[config.mk]
export PLATFORM = sky130hd
export DESIGN_NAME = muting_end_sequence_blanking
export DESIGN_NICKNAME = d
export VERILOG_FILES = /design/src/design/muting_pkg.sv /design/src/design/muting_end_sequence_blanking.sv
export SDC_FILE = /design/constraint.sdc
export NUM_CORES = 1
export LEC_CHECK = 0
export ABC_AREA = 1
export BUFFER_PORTS_ARGS = -buffer_cell sky130_fd_sc_hd__buf_2
export CORE_MARGIN = 3
export CORE_UTILIZATION = 30
export DETAILED_ROUTE_END_ITERATION = 10
export PLACE_DENSITY = 0.46
export SYNTH_ARGS = -nofsm -noshare
export SYNTH_HDL_FRONTEND = slang
export SYNTH_SLANG_ARGS = --single-unit
[constraint.sdc]
create_clock -name CORE_CLK -period 8.6 [get_ports CORE_CLK]
set_input_delay 1.72 -clock CORE_CLK [delete_from_list [all_inputs] [get_ports CORE_CLK]]
set_output_delay 1.72 -clock CORE_CLK [all_outputs]
set_load 0.01 [all_outputs]
[src/design/muting_pkg.sv]
// Constants, register map and carrier types of the muting supervisor.
//
// Notes on behaviour
// - Without light path end or exit monitoring, muting ends when the last sensor pair goes inactive.
// - With light path end, muting ends when the light path is clear again.
// - An optional end delay, at most 1000 ms, follows the light path clearing.
// - With light path end but no exit monitoring, muting still ends when the muting condition is lost.
// - Exit monitoring starts the hold timer when the muting condition is lost.
// - Exit monitoring ends on hold expiry, or on path clear with light path end.
// - Direction detection needs four sensors and enforces pair A or pair B first.
// - Direction detection ignores sensor order inside a pair.
// - Fixed sequence accepts only forward order or only its reverse, as set.
// - Changing sequence accepts forward or reverse; two sensors disable it.
// - A sequence error is raised only while muting, when sensors do not trigger and clear in order.
// - Enabling the auxiliary dynamic input forces direction detection on.
// - Partial blanking masks only the set beam range while muting is valid.
// - Any interrupted beam outside the blanked range switches outputs off.
// - The blanked range is a start side plus a beam count.
// - Override mutes the beams that partial blanking keeps active.
// - The total muting time limit also runs during partial blanking.
// - The muting lamp stays dark when only partial blanking is active.
// - Total limit is 10 to 300 s, or up to 8 h with exit monitoring.
package muting_pkg;

  // ----------------------------------------------------------------------
  // Timing
  // ----------------------------------------------------------------------
  localparam int CLK_PERIOD_NS = 40;
  localparam int MS_NS         = 1000000;
  localparam int MS_CYCLES     = MS_NS / CLK_PERIOD_NS;
  localparam int MS_PER_S      = 1000;
  localparam logic [15:0] END_DELAY_MAX_MS = 16'h03E8;
  localparam logic [15:0] TOTAL_MIN_S      = 16'h000A;
  localparam logic [15:0] TOTAL_MAX_S      = 16'h012C;
  localparam logic [15:0] TOTAL_MAX_EXIT_S = 16'h7080;

  // ----------------------------------------------------------------------
  // Register map, byte addresses
  // ----------------------------------------------------------------------
  localparam logic [7:0] OFS_CTRL   = 8'h00;
  localparam logic [7:0] OFS_DELAY  = 8'h04;
  localparam logic [7:0] OFS_HOLD   = 8'h08;
  localparam logic [7:0] OFS_TOTAL  = 8'h0C;
  localparam logic [7:0] OFS_BLANK  = 8'h10;
  localparam logic [7:0] OFS_STATUS = 8'h14;
  localparam logic [15:0] CTRL_RESET = 16'h0000;
  localparam logic [15:0] HOLD_RESET = 16'h01F4;
  localparam logic [15:0] TOTAL_RESET = 16'h003C;
  localparam int STATUS_ERR_BIT = 0;
  localparam int BLANK_CNT_LSB  = 8;

  // ----------------------------------------------------------------------
  // Types
  // ----------------------------------------------------------------------
  typedef struct packed {
    logic [5:0] spare;
    logic       partial_blank_en;
    logic       aux_dynamic_en;
    logic       seq_changing;
    logic       seq_en;
    logic       dir_b_first;
    logic       dir_en;
    logic       four_sensors;
    logic       total_en;
    logic       exit_mon;
    logic       light_path_end_option;
  } ctrl_t;

  typedef struct packed {
    logic second_pair_sensor_two;
    logic second_pair_sensor_one;
    logic first_pair_sensor_two;
    logic first_pair_sensor_one;
  } sensors_t;

  typedef enum logic [4:0] {
    ST_IDLE  = 5'h01,
    ST_MUTED = 5'h02,
    ST_HOLD  = 5'h04,
    ST_DELAY = 5'h08,
    ST_CLEAR = 5'h10
  } mute_state_t;

endpackage

[src/design/muting_end_sequence_blanking.sv]
// Muting supervisor: end of muting, exit hold, direction, sequence and partial blanking.
`timescale 1ns/1ps
`default_nettype none
module muting_end_sequence_blanking #(
  parameter int BEAMS     = 16,
  parameter int MS_CYCLES = muting_pkg::MS_CYCLES
) (
  input  wire logic                      CORE_CLK,
  input  wire logic                      RST,
  input  wire logic [7:0]                AVS_ADDRESS,
  input  wire logic                      AVS_READ,
  input  wire logic                      AVS_WRITE,
  input  wire logic [31:0]               AVS_WRITEDATA,
  output var  logic [31:0]               AVS_READDATA,
  output var  logic                      AVS_WAITREQUEST,
  input  wire muting_pkg::sensors_t      MUTING_SENSORS,
  input  wire logic                      AUXILIARY_DYNAMIC_INPUT,
  input  wire logic                      OVERRIDE_ACTIVE,
  input  wire logic [BEAMS-1:0]          BEAM_INTERRUPTED,
  output var  logic                      SAFETY_SWITCH_OUTPUT,
  output var  logic                      MUTING_LAMP,
  output var  logic                      MUTING_ACTIVE,
  output var  logic                      MUTING_ERROR
);

  // ----------------------------------------------------------------------
  // Elaboration checks
  // ----------------------------------------------------------------------
  generate
    if (BEAMS < 2 || BEAMS > 255) begin : g_bad_beams
      $error("BEAMS must lie between 2 and 255");
    end
    if (MS_CYCLES < 2) begin : g_bad_ms
      $error("MS_CYCLES must be at least 2");
    end
  endgenerate

  // ----------------------------------------------------------------------
  // Functions
  // ----------------------------------------------------------------------
  function automatic logic [BEAMS-1:0] blank_mask(input logic remote,
                                                  input logic [7:0] cnt);
    logic [BEAMS-1:0] m;
    m = '0;
    for (int i = 0; i < BEAMS; i++) begin
      if (remote) begin
        m[i] = (BEAMS - i) <= int'(cnt);
      end else begin
        m[i] = i < int'(cnt);
      end
    end
    return m;
  endfunction

  function automatic logic [15:0] clamp(input logic [15:0] v,
                                        input logic [15:0] lo,
                                        input logic [15:0] hi);
    logic [15:0] r;
    r = v;
    if (v < lo) begin
      r = lo;
    end else if (v > hi) begin
      r = hi;
    end
    return r;
  endfunction

  function automatic logic [1:0] seq_index(input logic reverse, input logic [1:0] k);
    logic [1:0] r;
    r = reverse ? 2'h3 - k : k;
    return r;
  endfunction

  // ----------------------------------------------------------------------
  // Pin synchronisers
  // ----------------------------------------------------------------------
  logic [3:0]       sens_meta;
  logic [3:0]       sens;
  logic [3:0]       sens_prev;
  logic [BEAMS-1:0] beam_meta;
  logic [BEAMS-1:0] beam;
  logic [1:0]       misc_meta;
  logic [1:0]       misc;

  always_ff @(posedge CORE_CLK or posedge RST) begin
    if (RST) begin
      sens_meta <= '0;
      sens      <= '0;
      sens_prev <= '0;
      beam_meta <= '0;
      beam      <= '0;
      misc_meta <= '0;
      misc      <= '0;
    end else begin
      sens_meta <= MUTING_SENSORS;
      sens      <= sens_meta;
      sens_prev <= sens;
      beam_meta <= BEAM_INTERRUPTED;
      beam      <= beam_meta;
      misc_meta <= {OVERRIDE_ACTIVE, AUXILIARY_DYNAMIC_INPUT};
      misc      <= misc_meta;
    end
  end

  wire override_on = misc[1];

  // ----------------------------------------------------------------------
  // Register bus
  // ----------------------------------------------------------------------
  muting_pkg::ctrl_t ctrl;
  logic [15:0]       delay_ms;
  logic [15:0]       hold_ms;
  logic [15:0]       total_s;
  logic              blank_remote;
  logic [7:0]        blank_cnt;
  logic              err_sticky;
  logic              err_event;
  logic [31:0]       status_word;

  wire bus_req   = AVS_READ | AVS_WRITE;
  wire bus_fire  = bus_req & ~AVS_WAITREQUEST;
  wire wr_fire   = AVS_WRITE & ~AVS_WAITREQUEST;
  wire wr_ctrl   = wr_fire && AVS_ADDRESS == muting_pkg::OFS_CTRL;
  wire wr_delay  = wr_fire && AVS_ADDRESS == muting_pkg::OFS_DELAY;
  wire wr_hold   = wr_fire && AVS_ADDRESS == muting_pkg::OFS_HOLD;
  wire wr_total  = wr_fire && AVS_ADDRESS == muting_pkg::OFS_TOTAL;
  wire wr_blank  = wr_fire && AVS_ADDRESS == muting_pkg::OFS_BLANK;
  wire wr_status = wr_fire && AVS_ADDRESS == muting_pkg::OFS_STATUS;
  wire err_clear = wr_status && AVS_WRITEDATA[muting_pkg::STATUS_ERR_BIT];

  muting_pkg::ctrl_t wr_ctrl_val;
  always_comb begin
    wr_ctrl_val = muting_pkg::ctrl_t'(AVS_WRITEDATA[15:0]);
    wr_ctrl_val.spare = '0;
    if (wr_ctrl_val.aux_dynamic_en) begin
      wr_ctrl_val.dir_en = 1'b1;
    end
  end

  logic [31:0] rd_mux;
  always_comb begin
    unique case (AVS_ADDRESS)
      muting_pkg::OFS_CTRL:   rd_mux = {16'h0000, ctrl};
      muting_pkg::OFS_DELAY:  rd_mux = {16'h0000, delay_ms};
      muting_pkg::OFS_HOLD:   rd_mux = {16'h0000, hold_ms};
      muting_pkg::OFS_TOTAL:  rd_mux = {16'h0000, total_s};
      muting_pkg::OFS_BLANK:  rd_mux = {16'h0000, blank_cnt, 7'h00, blank_remote};
      muting_pkg::OFS_STATUS: rd_mux = status_word;
      default:                rd_mux = 32'h0000_0000;
    endcase
  end

  always_ff @(posedge CORE_CLK or posedge RST) begin
    if (RST) begin
      AVS_WAITREQUEST <= 1'b1;
      AVS_READDATA    <= 32'h0000_0000;
    end else begin
      AVS_WAITREQUEST <= ~(bus_req & AVS_WAITREQUEST);
      if (bus_req & AVS_WAITREQUEST) begin
        AVS_READDATA <= AVS_READ ? rd_mux : 32'h0000_0000;
      end
    end
  end

  always_ff @(posedge CORE_CLK or posedge RST) begin
    if (RST) begin
      ctrl         <= muting_pkg::ctrl_t'(muting_pkg::CTRL_RESET);
      delay_ms     <= 16'h0000;
      hold_ms      <= muting_pkg::HOLD_RESET;
      total_s      <= muting_pkg::TOTAL_RESET;
      blank_remote <= 1'b0;
      blank_cnt    <= 8'h00;
    end else begin
      if (wr_ctrl) begin
        ctrl <= wr_ctrl_val;
      end
      if (wr_delay) begin
        delay_ms <= clamp(AVS_WRITEDATA[15:0], 16'h0000, muting_pkg::END_DELAY_MAX_MS);
      end
      if (wr_hold) begin
        hold_ms <= AVS_WRITEDATA[15:0];
      end
      if (wr_total) begin
        total_s <= AVS_WRITEDATA[15:0];
      end
      if (wr_blank) begin
        blank_remote <= AVS_WRITEDATA[0];
        blank_cnt    <= AVS_WRITEDATA[muting_pkg::BLANK_CNT_LSB +: 8];
      end
    end
  end

  // ----------------------------------------------------------------------
  // Time base
  // ----------------------------------------------------------------------
  logic [31:0] pre_cnt;
  logic [9:0]  ms_in_s;
  wire ms_tick = pre_cnt == 32'(MS_CYCLES - 1);
  wire s_tick  = ms_tick && ms_in_s == 10'(muting_pkg::MS_PER_S - 1);

  always_ff @(posedge CORE_CLK or posedge RST) begin
    if (RST) begin
      pre_cnt <= 32'h0000_0000;
      ms_in_s <= 10'h000;
    end else begin
      pre_cnt <= ms_tick ? 32'h0000_0000 : pre_cnt + 32'h0000_0001;
      if (ms_tick) begin
        ms_in_s <= s_tick ? 10'h000 : ms_in_s + 10'h001;
      end
    end
  end

  // ----------------------------------------------------------------------
  // Muting condition and direction
  // ----------------------------------------------------------------------
  // pair needs both sensors
  wire pair_a     = sens[0] & sens[1];
  wire pair_b     = ctrl.four_sensors & sens[2] & sens[3];
  wire cond_valid = pair_a | pair_b;
  wire all_clear  = sens == 4'h0;
  wire dir_on     = ctrl.four_sensors & (ctrl.dir_en | ctrl.aux_dynamic_en);
  wire first_ok   = ctrl.dir_b_first ? pair_b & ~pair_a : pair_a & ~pair_b;
  wire start_ok   = dir_on ? first_ok : cond_valid;
  wire dir_fault  = dir_on & cond_valid & ~first_ok;

  // ----------------------------------------------------------------------
  // Sequence monitor
  // ----------------------------------------------------------------------
  logic [3:0] seq_step;
  logic       seq_rev;
  wire [3:0] rise    = sens & ~sens_prev;
  wire [3:0] fall    = ~sens & sens_prev;
  wire       seq_on  = ctrl.seq_en & ctrl.four_sensors;
  wire       any_edg = (rise | fall) != 4'h0;
  // changing direction picks order from first edge
  wire       pick_rv = ctrl.seq_changing ? rise[3] : ctrl.dir_b_first;
  wire       use_rev = seq_step == 4'h0 ? pick_rv : seq_rev;
  wire [1:0] exp_idx = seq_index(use_rev, seq_step[1:0]);
  wire [3:0] exp_bit = 4'h1 << exp_idx;
  wire       exp_hit = seq_step[2] ? fall == exp_bit && rise == 4'h0
                                   : rise == exp_bit && fall == 4'h0;
  wire       seq_bad = seq_on & ((any_edg & ~exp_hit) |
                                 (~any_edg & all_clear & seq_step != 4'h0));
  wire [3:0] next_seq_step = (seq_step == 4'h7) ? 4'h0 : seq_step + 4'h1;

  always_ff @(posedge CORE_CLK or posedge RST) begin
    if (RST) begin
      seq_step <= 4'h0;
      seq_rev  <= 1'b0;
    end else if (!seq_on || seq_bad) begin
      seq_step <= 4'h0;
      seq_rev  <= 1'b0;
    end else if (any_edg) begin
      seq_step <= next_seq_step;
      seq_rev  <= use_rev;
    end
  end

  // ----------------------------------------------------------------------
  // End of muting state machine
  // ----------------------------------------------------------------------
  muting_pkg::mute_state_t state;
  muting_pkg::mute_state_t next_state;
  logic [15:0] ms_cnt;
  logic [15:0] s_cnt;
  logic        path_was_hit;

  // Light path counts as interrupted when any beam is broken.
  wire path_clear  = beam == '0;
  wire path_ended  = ctrl.light_path_end_option & path_was_hit & path_clear;
  wire delay_zero  = delay_ms == 16'h0000;
  wire [15:0] total_lim = clamp(total_s, muting_pkg::TOTAL_MIN_S,
                                ctrl.exit_mon ? muting_pkg::TOTAL_MAX_EXIT_S
                                              : muting_pkg::TOTAL_MAX_S);
  // limit runs in every muted state
  wire total_out   = ctrl.total_en && s_cnt >= total_lim;
  wire hold_out    = ms_cnt >= hold_ms;
  wire delay_out   = ms_cnt >= delay_ms;
  wire muting_on   = state inside {muting_pkg::ST_MUTED, muting_pkg::ST_HOLD,
                                   muting_pkg::ST_DELAY};
  assign err_event = (muting_on & seq_bad) |
                     (state == muting_pkg::ST_IDLE & dir_fault);

  always_comb begin
    next_state = state;
    unique case (state)
      muting_pkg::ST_IDLE: begin
        if (dir_fault) begin
          next_state = muting_pkg::ST_CLEAR;
        end else if (start_ok) begin
          next_state = muting_pkg::ST_MUTED;
        end
      end
      muting_pkg::ST_MUTED: begin
        if (total_out || seq_bad) begin
          next_state = muting_pkg::ST_CLEAR;
        end else if (path_ended) begin
          next_state = delay_zero ? muting_pkg::ST_CLEAR : muting_pkg::ST_DELAY;
        end else if (!cond_valid && ctrl.exit_mon) begin
          next_state = muting_pkg::ST_HOLD;
        end else if (!cond_valid) begin
          next_state = muting_pkg::ST_CLEAR;
        end
      end
      muting_pkg::ST_HOLD: begin
        if (total_out || seq_bad || hold_out) begin
          next_state = muting_pkg::ST_CLEAR;
        end else if (path_ended) begin
          next_state = delay_zero ? muting_pkg::ST_CLEAR : muting_pkg::ST_DELAY;
        end
      end
      muting_pkg::ST_DELAY: begin
        if (total_out || seq_bad || delay_out) begin
          next_state = muting_pkg::ST_CLEAR;
        end else if (!cond_valid && !ctrl.exit_mon) begin
          next_state = muting_pkg::ST_CLEAR;
        end
      end
      muting_pkg::ST_CLEAR: begin
        if (all_clear) begin
          next_state = muting_pkg::ST_IDLE;
        end
      end
    endcase
  end

  wire restart_ms = next_state != state;

  always_ff @(posedge CORE_CLK or posedge RST) begin
    if (RST) begin
      state        <= muting_pkg::ST_IDLE;
      ms_cnt       <= 16'h0000;
      s_cnt        <= 16'h0000;
      path_was_hit <= 1'b0;
    end else begin
      state <= next_state;
      if (restart_ms) begin
        ms_cnt <= 16'h0000;
      end else if (ms_tick && ms_cnt != 16'hFFFF) begin
        ms_cnt <= ms_cnt + 16'h0001;
      end
      if (!muting_on) begin
        s_cnt <= 16'h0000;
      end else if (s_tick && s_cnt != 16'hFFFF) begin
        s_cnt <= s_cnt + 16'h0001;
      end
      if (!muting_on) begin
        path_was_hit <= 1'b0;
      end else if (!path_clear) begin
        path_was_hit <= 1'b1;
      end
    end
  end

  // ----------------------------------------------------------------------
  // Beam evaluation and outputs
  // ----------------------------------------------------------------------
  // start side and count
  wire [BEAMS-1:0] part_mask = blank_mask(blank_remote, blank_cnt);
  wire [BEAMS-1:0] mute_mask = ctrl.partial_blank_en ? part_mask : '1;
  wire [BEAMS-1:0] eff_mask  = override_on ? '1 : muting_on ? mute_mask : '0;
  wire next_safety = (beam & ~eff_mask) == '0;
  wire next_lamp   = muting_on & ~ctrl.partial_blank_en;

  assign status_word = {16'h0000, 3'h0, state, seq_step, MUTING_ACTIVE,
                        SAFETY_SWITCH_OUTPUT, 1'b0, err_sticky};

  always_ff @(posedge CORE_CLK or posedge RST) begin
    if (RST) begin
      err_sticky           <= 1'b0;
      SAFETY_SWITCH_OUTPUT <= 1'b0;
      MUTING_LAMP          <= 1'b0;
      MUTING_ACTIVE        <= 1'b0;
      MUTING_ERROR         <= 1'b0;
    end else begin
      // Set wins over a clear in the same cycle.
      err_sticky           <= err_event | (err_sticky & ~err_clear);
      SAFETY_SWITCH_OUTPUT <= next_safety;
      MUTING_LAMP          <= next_lamp;
      MUTING_ACTIVE        <= muting_on;
      MUTING_ERROR         <= err_sticky;
    end
  end

endmodule
`default_nettype wire

### Word-level counts from Yosys, hierarchy flattened

Cells that the tools add are included.

* shifts and indexed selects: 1
* reduce and logical (&&, ||, !) cells: 35
* bitwise logic cells: 43
* mux-type cells: 59
* add/subtract/negate cells: 6
* equality and inequality tests: 20
* order comparisons: 39

Operators by type and width (count)
* two-way mux 16 bit: 11
* case mux 16 bit (6 select lines): 1
* less-or-equal comparator 4 x 8 -> 1 bit (first input constant): 8
* < comparator 4 x 8 -> 1 bit (first input constant): 8
* two-way mux 32 bit: 2
* two-way mux 5 bit: 12
* greater-or-equal comparator 16 bit: 3
* logical NOT 16 bit: 3
* adder 16 x 1 -> 16 bit (second input constant): 2
* adder 32 x 1 -> 32 bit (second input constant): 1
* == test 32 x 15 -> 1 bit (second input constant): 1
* less-or-equal comparator 3 x 8 -> 1 bit (first input constant): 4
* < comparator 3 x 8 -> 1 bit (first input constant): 4
* inequality test 16 bit (second input constant): 2
* two-way mux 1 bit: 26
* case mux 5 bit (5 select lines): 1
* bitwise AND 1 bit: 21
* bitwise AND 16 bit: 1
* == test 8 x 4 -> 1 bit (second input constant): 2
* == test 8 x 5 -> 1 bit (second input constant): 2
* greater-than comparator 16 x 10 -> 1 bit (second input constant): 1
* greater-than comparator 16 x 15 -> 1 bit: 1
* less-or-equal comparator 2 x 8 -> 1 bit (first input constant): 2
* logical NOT 4 bit: 4
* 39 further kinds: 80

* input port bits: 66
* output and inout bits: 37
* register bits after elaboration: 238
* logic and storage cells: 240

### Logic depth before layout (Yosys ltp)

* word-level depth: 19
* mapped depth: 32
* depth with buffers taken out: 31

### Worst setup path before layout

OpenSTA, ideal clock, no wires.

* path type: reg-to-reg
* start point: register total_s[5]
* end point: register ms_cnt[1]
* library setup time: 124 ps
* arrival: 4020 ps
* clock period less this slack: 4145 ps
* path buffers: 1
* slack: 4455 ps
* stages on the path, launching flop included: 31
* cell sequence: dfstp_2 ha_1 a211o_1 nand2_1 nand3b_1 a2111oi_0 o221ai_1 nand2_1 inv_1 nand2_1 nand2_1 inv_1 o21ai_0 ha_1 nand2_1 inv_1 nand3_1 nor3_1 nand3_1 nand3_1 nand2_1 a21boi_2 nand2_1 nand2_1 nand3_2 nand2_2 nand2_1 nand2_2 nand2_4 buf_8 nor2_4

* longest elaborated chain between the ends: 11

Ends and longest elaborated chain
* start, declared: RTL line muting_end_sequence_blanking.sv:113 `logic [15:0] total_s;`
* start signal, assigned: RTL line muting_end_sequence_blanking.sv:170 `total_s <= muting_pkg::TOTAL_RESET;`
* start signal, assigned: RTL line muting_end_sequence_blanking.sv:184 `total_s <= AVS_WRITEDATA[15:0];`
* greater-than comparator 16 x 15 -> 1 bit: RTL line muting_end_sequence_blanking.sv:62 `end else if (v > hi) begin`
* two-way mux 16 bit: RTL line muting_end_sequence_blanking.sv:62
* two-way mux 16 bit *: RTL line muting_end_sequence_blanking.sv:60 `if (v < lo) begin`
* greater-or-equal comparator 16 bit *: RTL line muting_end_sequence_blanking.sv:276 `wire total_out = ctrl.total_en && s_cnt >= total_lim;`
* logical AND 1 bit *: RTL line muting_end_sequence_blanking.sv:276
* logical OR 1 bit *: RTL line muting_end_sequence_blanking.sv:295, muting_end_sequence_blanking.sv:306, muting_end_sequence_blanking.sv:313
* logical OR 1 bit, on equally long branches: RTL line muting_end_sequence_blanking.sv:313, muting_end_sequence_blanking.sv:306
* two-way mux 5 bit, on equally long branches: RTL line muting_end_sequence_blanking.sv:313, muting_end_sequence_blanking.sv:306
* case mux 5 bit (5 select lines) *: RTL line muting_end_sequence_blanking.sv:286 `unique case (state)`
* inequality test 5 bit *: RTL line muting_end_sequence_blanking.sv:327 `wire restart_ms = next_state != state;`
* two-way mux 16 bit / nonzero test 2 bit (equally long branches)
* end signal, assigned: RTL line muting_end_sequence_blanking.sv:340 `ms_cnt <= ms_cnt + 16'h0001;`
* end, declared: RTL line muting_end_sequence_blanking.sv:264 `logic [15:0] ms_cnt;`

Every way passes the cells marked *; elsewhere a longest branch is shown, timed or not.
A chain may end at the register's enable or synchronous reset.

### Worst setup path in the final report

* start point: register ctrl[1] (netlist bit)
* end point: register ms_cnt[8]

* longest elaborated chain between the ends: 12

Ends and longest elaborated chain
* start, declared: RTL line muting_end_sequence_blanking.sv:110 `muting_pkg::ctrl_t ctrl;`
* start signal, assigned: RTL line muting_end_sequence_blanking.sv:167 `ctrl <= muting_pkg::ctrl_t'(muting_pkg::CTRL_RESET);`
* start signal, assigned: RTL line muting_end_sequence_blanking.sv:175 `ctrl <= wr_ctrl_val;`
* two-way mux 15 bit: RTL line muting_end_sequence_blanking.sv:273 `ctrl.exit_mon ? muting_pkg::TOTAL_MAX_EXIT_S`
* greater-than comparator 16 x 15 -> 1 bit: RTL line muting_end_sequence_blanking.sv:62
* two-way mux 16 bit: RTL line muting_end_sequence_blanking.sv:62
* two-way mux 16 bit: RTL line muting_end_sequence_blanking.sv:60
* greater-or-equal comparator 16 bit: RTL line muting_end_sequence_blanking.sv:276
* logical AND 1 bit: RTL line muting_end_sequence_blanking.sv:276
* logical OR 1 bit: RTL line muting_end_sequence_blanking.sv:295, muting_end_sequence_blanking.sv:306, muting_end_sequence_blanking.sv:313
* logical OR 1 bit, on equally long branches: RTL line muting_end_sequence_blanking.sv:313, muting_end_sequence_blanking.sv:306
* two-way mux 5 bit, on equally long branches: RTL line muting_end_sequence_blanking.sv:313, muting_end_sequence_blanking.sv:306
* case mux 5 bit (5 select lines) *: RTL line muting_end_sequence_blanking.sv:286
* inequality test 5 bit *: RTL line muting_end_sequence_blanking.sv:327
* two-way mux 16 bit / nonzero test 2 bit (equally long branches)

Marked as above.

==> out/qor.yml <==
final_layout:
  fin_util_pct: 35.1
  insertedDiodeCount: 0
  final_cell_mix: "nand2_1, inv_1, dfrtp_1"
  final_common_cell: "nand2_1"
  final_nets: 1755
  area_growth_pct: 14.8
  drive_gt1_share_pct: 12.8
sta:
  finalSetupViolations: 0
  timing.fmax_mhz: 186
  setup_slack_ns: 3.21
  min_period_ns: 5.39
  whs_ns: 0.346
  hold_violations: 0
  period_share_pct: 62.6
  skew_ns: 0.0342
  rsz0062_at_grt: "no"
  relSlewSlack_pct: 31.2
  drv_slew: 0
  fin_setup_tns_ns: 0
  worstMarginPinSlew_ns: 1.03
yosys:
  synth.largest_area_cell: "dfrtp_1"
  ys_warn_count: 0
  synth_cells: 1537
  ys.flop_type: "dfrtp_1"
  synth_area_leaders: "dfrtp_1, nand2_1, inv_1, ha_1, o21ai_0"
  synth-seq-cells: 220
  synth_edf_count: 0
  avgSynthCellArea_um2: 8.16
  ys_types: 60
  yosysSeqAreaShare_pct: 44.0
  ys_async_sr_fraction_pct: 100
  synth_top_area_share_pct: 41.5
  syn_area_um2: 12500
die:
  die_area_um2: 44300
  die_w_um: 210
  start_util_pct: 30.6
  core_um2: 41000
  num_io_pins: 103
  die_y_um: 210
  num_rows: 74
clock_tree:
  clk_pin_slew_worst_paths_ns: 0.06
  cts_tree: "yes"
  clock-sinks: 220
  cts_buffer_depth: 3
  hold_buffers: 0
  numCtsBuffers: 28
  clk_latency_ns: 0.58
  cts_setup_buffers: 0
  cts-root-buf: "clkbuf_16"
  cts_htree_levels: 1
  cts_resized: 0
place:
  dp_slack_ns: 3.26
  placement.io_buffers: 69
  globalplace.congestion: 0.891
  dp_hpwl_um: 27300
grt:
  grt_pass1_vias: 10400
  grt_pass1_wl_um: 58000
  grt_use_total_pct: 16.3
  antenna_found_initial: 1
  grt_max_degree: 126
  gr-total-overflow: 0
route:
  wl_um: 36200
  route.vias.total: 10700
  drt_first_pass_iters: 5
  viasPerCell: 4.91
  drc: 0
  wl_per_cell_um: 16.7
  ant_nets: 0
  first_iter_violations: 850
setup_path:
  crit_required_ns: 9.08
  worst-path-buf-inv: 4
  rrSetupSlack_ns: 3.21
  slowest_delay_ns: 0.44
  crit_type: "flip-flop to flip-flop"
  cp_top_family: "simple AND/OR/NAND/NOR gates"
  cp-start-kind: "flip-flop"
  r2r-start: "ctrl[1]"
  cp-end-kind: "flip-flop"
  rr_worst_depth: 30
  cp_common_cell: "nand2_1"
  worst-endpoint-arrival_ns: 5.87
  path_max_fanout: 16
  critPathSlowestCell: "dfrtp_1"
  r2r_end: "ms_cnt[8]"
outcome:
  outcome: "completed"
worst_hold_path:
  hold_start: "beam_meta[0]"
  hold_end: "beam[0]"
  whs_path_depth: 0
  hp-class: "flip-flop to flip-flop"
pwr:
  max-vdd-ir-drop_v: 0.000117
  p_per_area_nw_per_um2: 193
  p_leak_nw: 6.78
flow_run:
  cap_violations: 0
-- through the flow --
stage | instances | total power, mW | area, um^2
final | 2172 | 2.78 | 14400
after global routing | 2172 | 2.93 | 14400
after CTS | 2172 | 2.83 | 14400
after detailed placement | 2121 | 1.60 | 13400
after global placement | 2121 | 1.59 | 13400
after floorplan | 1552 | 1.46 | 12600
-- Yosys cell counts, drive strengths merged, types with 2 or more instances --
| master | number |
|---|---|
| xor2 | 12 |
| conb | 2 |
| o21a | 5 |
| a221oi | 9 |
| o21ai | 134 |
| nor3 | 50 |
| dfrtp | 208 |
| clkbuf | 19 |
| dfstp | 12 |
| a211oi | 16 |
| and3 | 2 |
| clkinv | 3 |
| o2bb2ai | 2 |
| a21oi | 64 |
| nand2 | 291 |
| inv | 263 |
| o31ai | 2 |
| a22o | 2 |
| o211ai | 10 |
| o41ai | 2 |
| ha | 70 |
| nand3 | 72 |
| xnor2 | 4 |
| buf | 19 |
| a2111oi | 3 |
| nand4 | 39 |
| o221ai | 5 |
| nor2 | 134 |
| o22ai | 21 |
| a311oi | 2 |
| nor4 | 29 |
| nand3b | 5 |
| a31oi | 12 |
| o2111ai | 3 |
-- worst max path at each step --
stage,cells after the start,start,slack [ns],end
2_1_floorplan,1,RST,0.88,AVS_READDATA[0]
3_3_place_gp,30,ctrl[1],3.38,ms_cnt[11]
3_5_place_dp,30,ctrl[1],3.26,ms_cnt[8]
4_1_cts,30,ctrl[1],3.22,ms_cnt[7]
5_1_grt,30,ctrl[1],2.57,ms_cnt[12]
6_report,30,ctrl[1],3.21,ms_cnt[8]
-- registers in the layout (all words and copies together), names as in the netlist, 16 cells and up --
register,flops
total_s,16
pre_cnt,32
hold_ms,16
ms_cnt,16
AVS_READDATA,16
s_cnt,16
beam,16
delay_ms,16
beam_meta,16
-- cell type report --
cell class	count	area, um^2
fill	4350	26600
inverter	266	1010
clock inverter	12	146
clock buffer	39	812
tap	532	666
timing repair buffer	75	390
sequential	220	5520
multi-input combinational	1028	5860
-- where the power goes --
group | switching [mW] | internal (mW) | leakage (nW)
clock network | 0.486 | 0.721 | 0.464
logic | 0.333 | 0.122 | 3.48
registers | 0.0417 | 1.08 | 2.83
-- worst register-to-register path: cells and delay by family (launching register included) --
kind / cells / cell delay (ns)
flops: 1 / 0.44
buf+inv: 4 / 0.73
simple gates: 19 / 2.48
compound gates: 5 / 1.04
fa+ha+maj: 2 / 0.60
-- kinds of logic after synthesis --
kind of cell	Yosys count	share of synthesized area, %
simple gates	623	23.8
buf+inv	304	9.69
compound gates	301	14.2
flops	220	44.0
fa+ha+maj	70	6.99
xor+xnor	16	1.12
other cells	2	0.0599
mux	1	0.0798
-- metal layers --
layer / up-vias / track usage (%) / share of wire, %
met5: - / 0 / 0
met2: 272 / 24.9 / 43
met4: 0 / 4.92 / 3.0
met3: 62 / 2.66 / 5.1
met1: 5047 / 23.9 / 49
li1: 5293 / - / -
No activity file was read; power rests on OpenSTA's default activity.
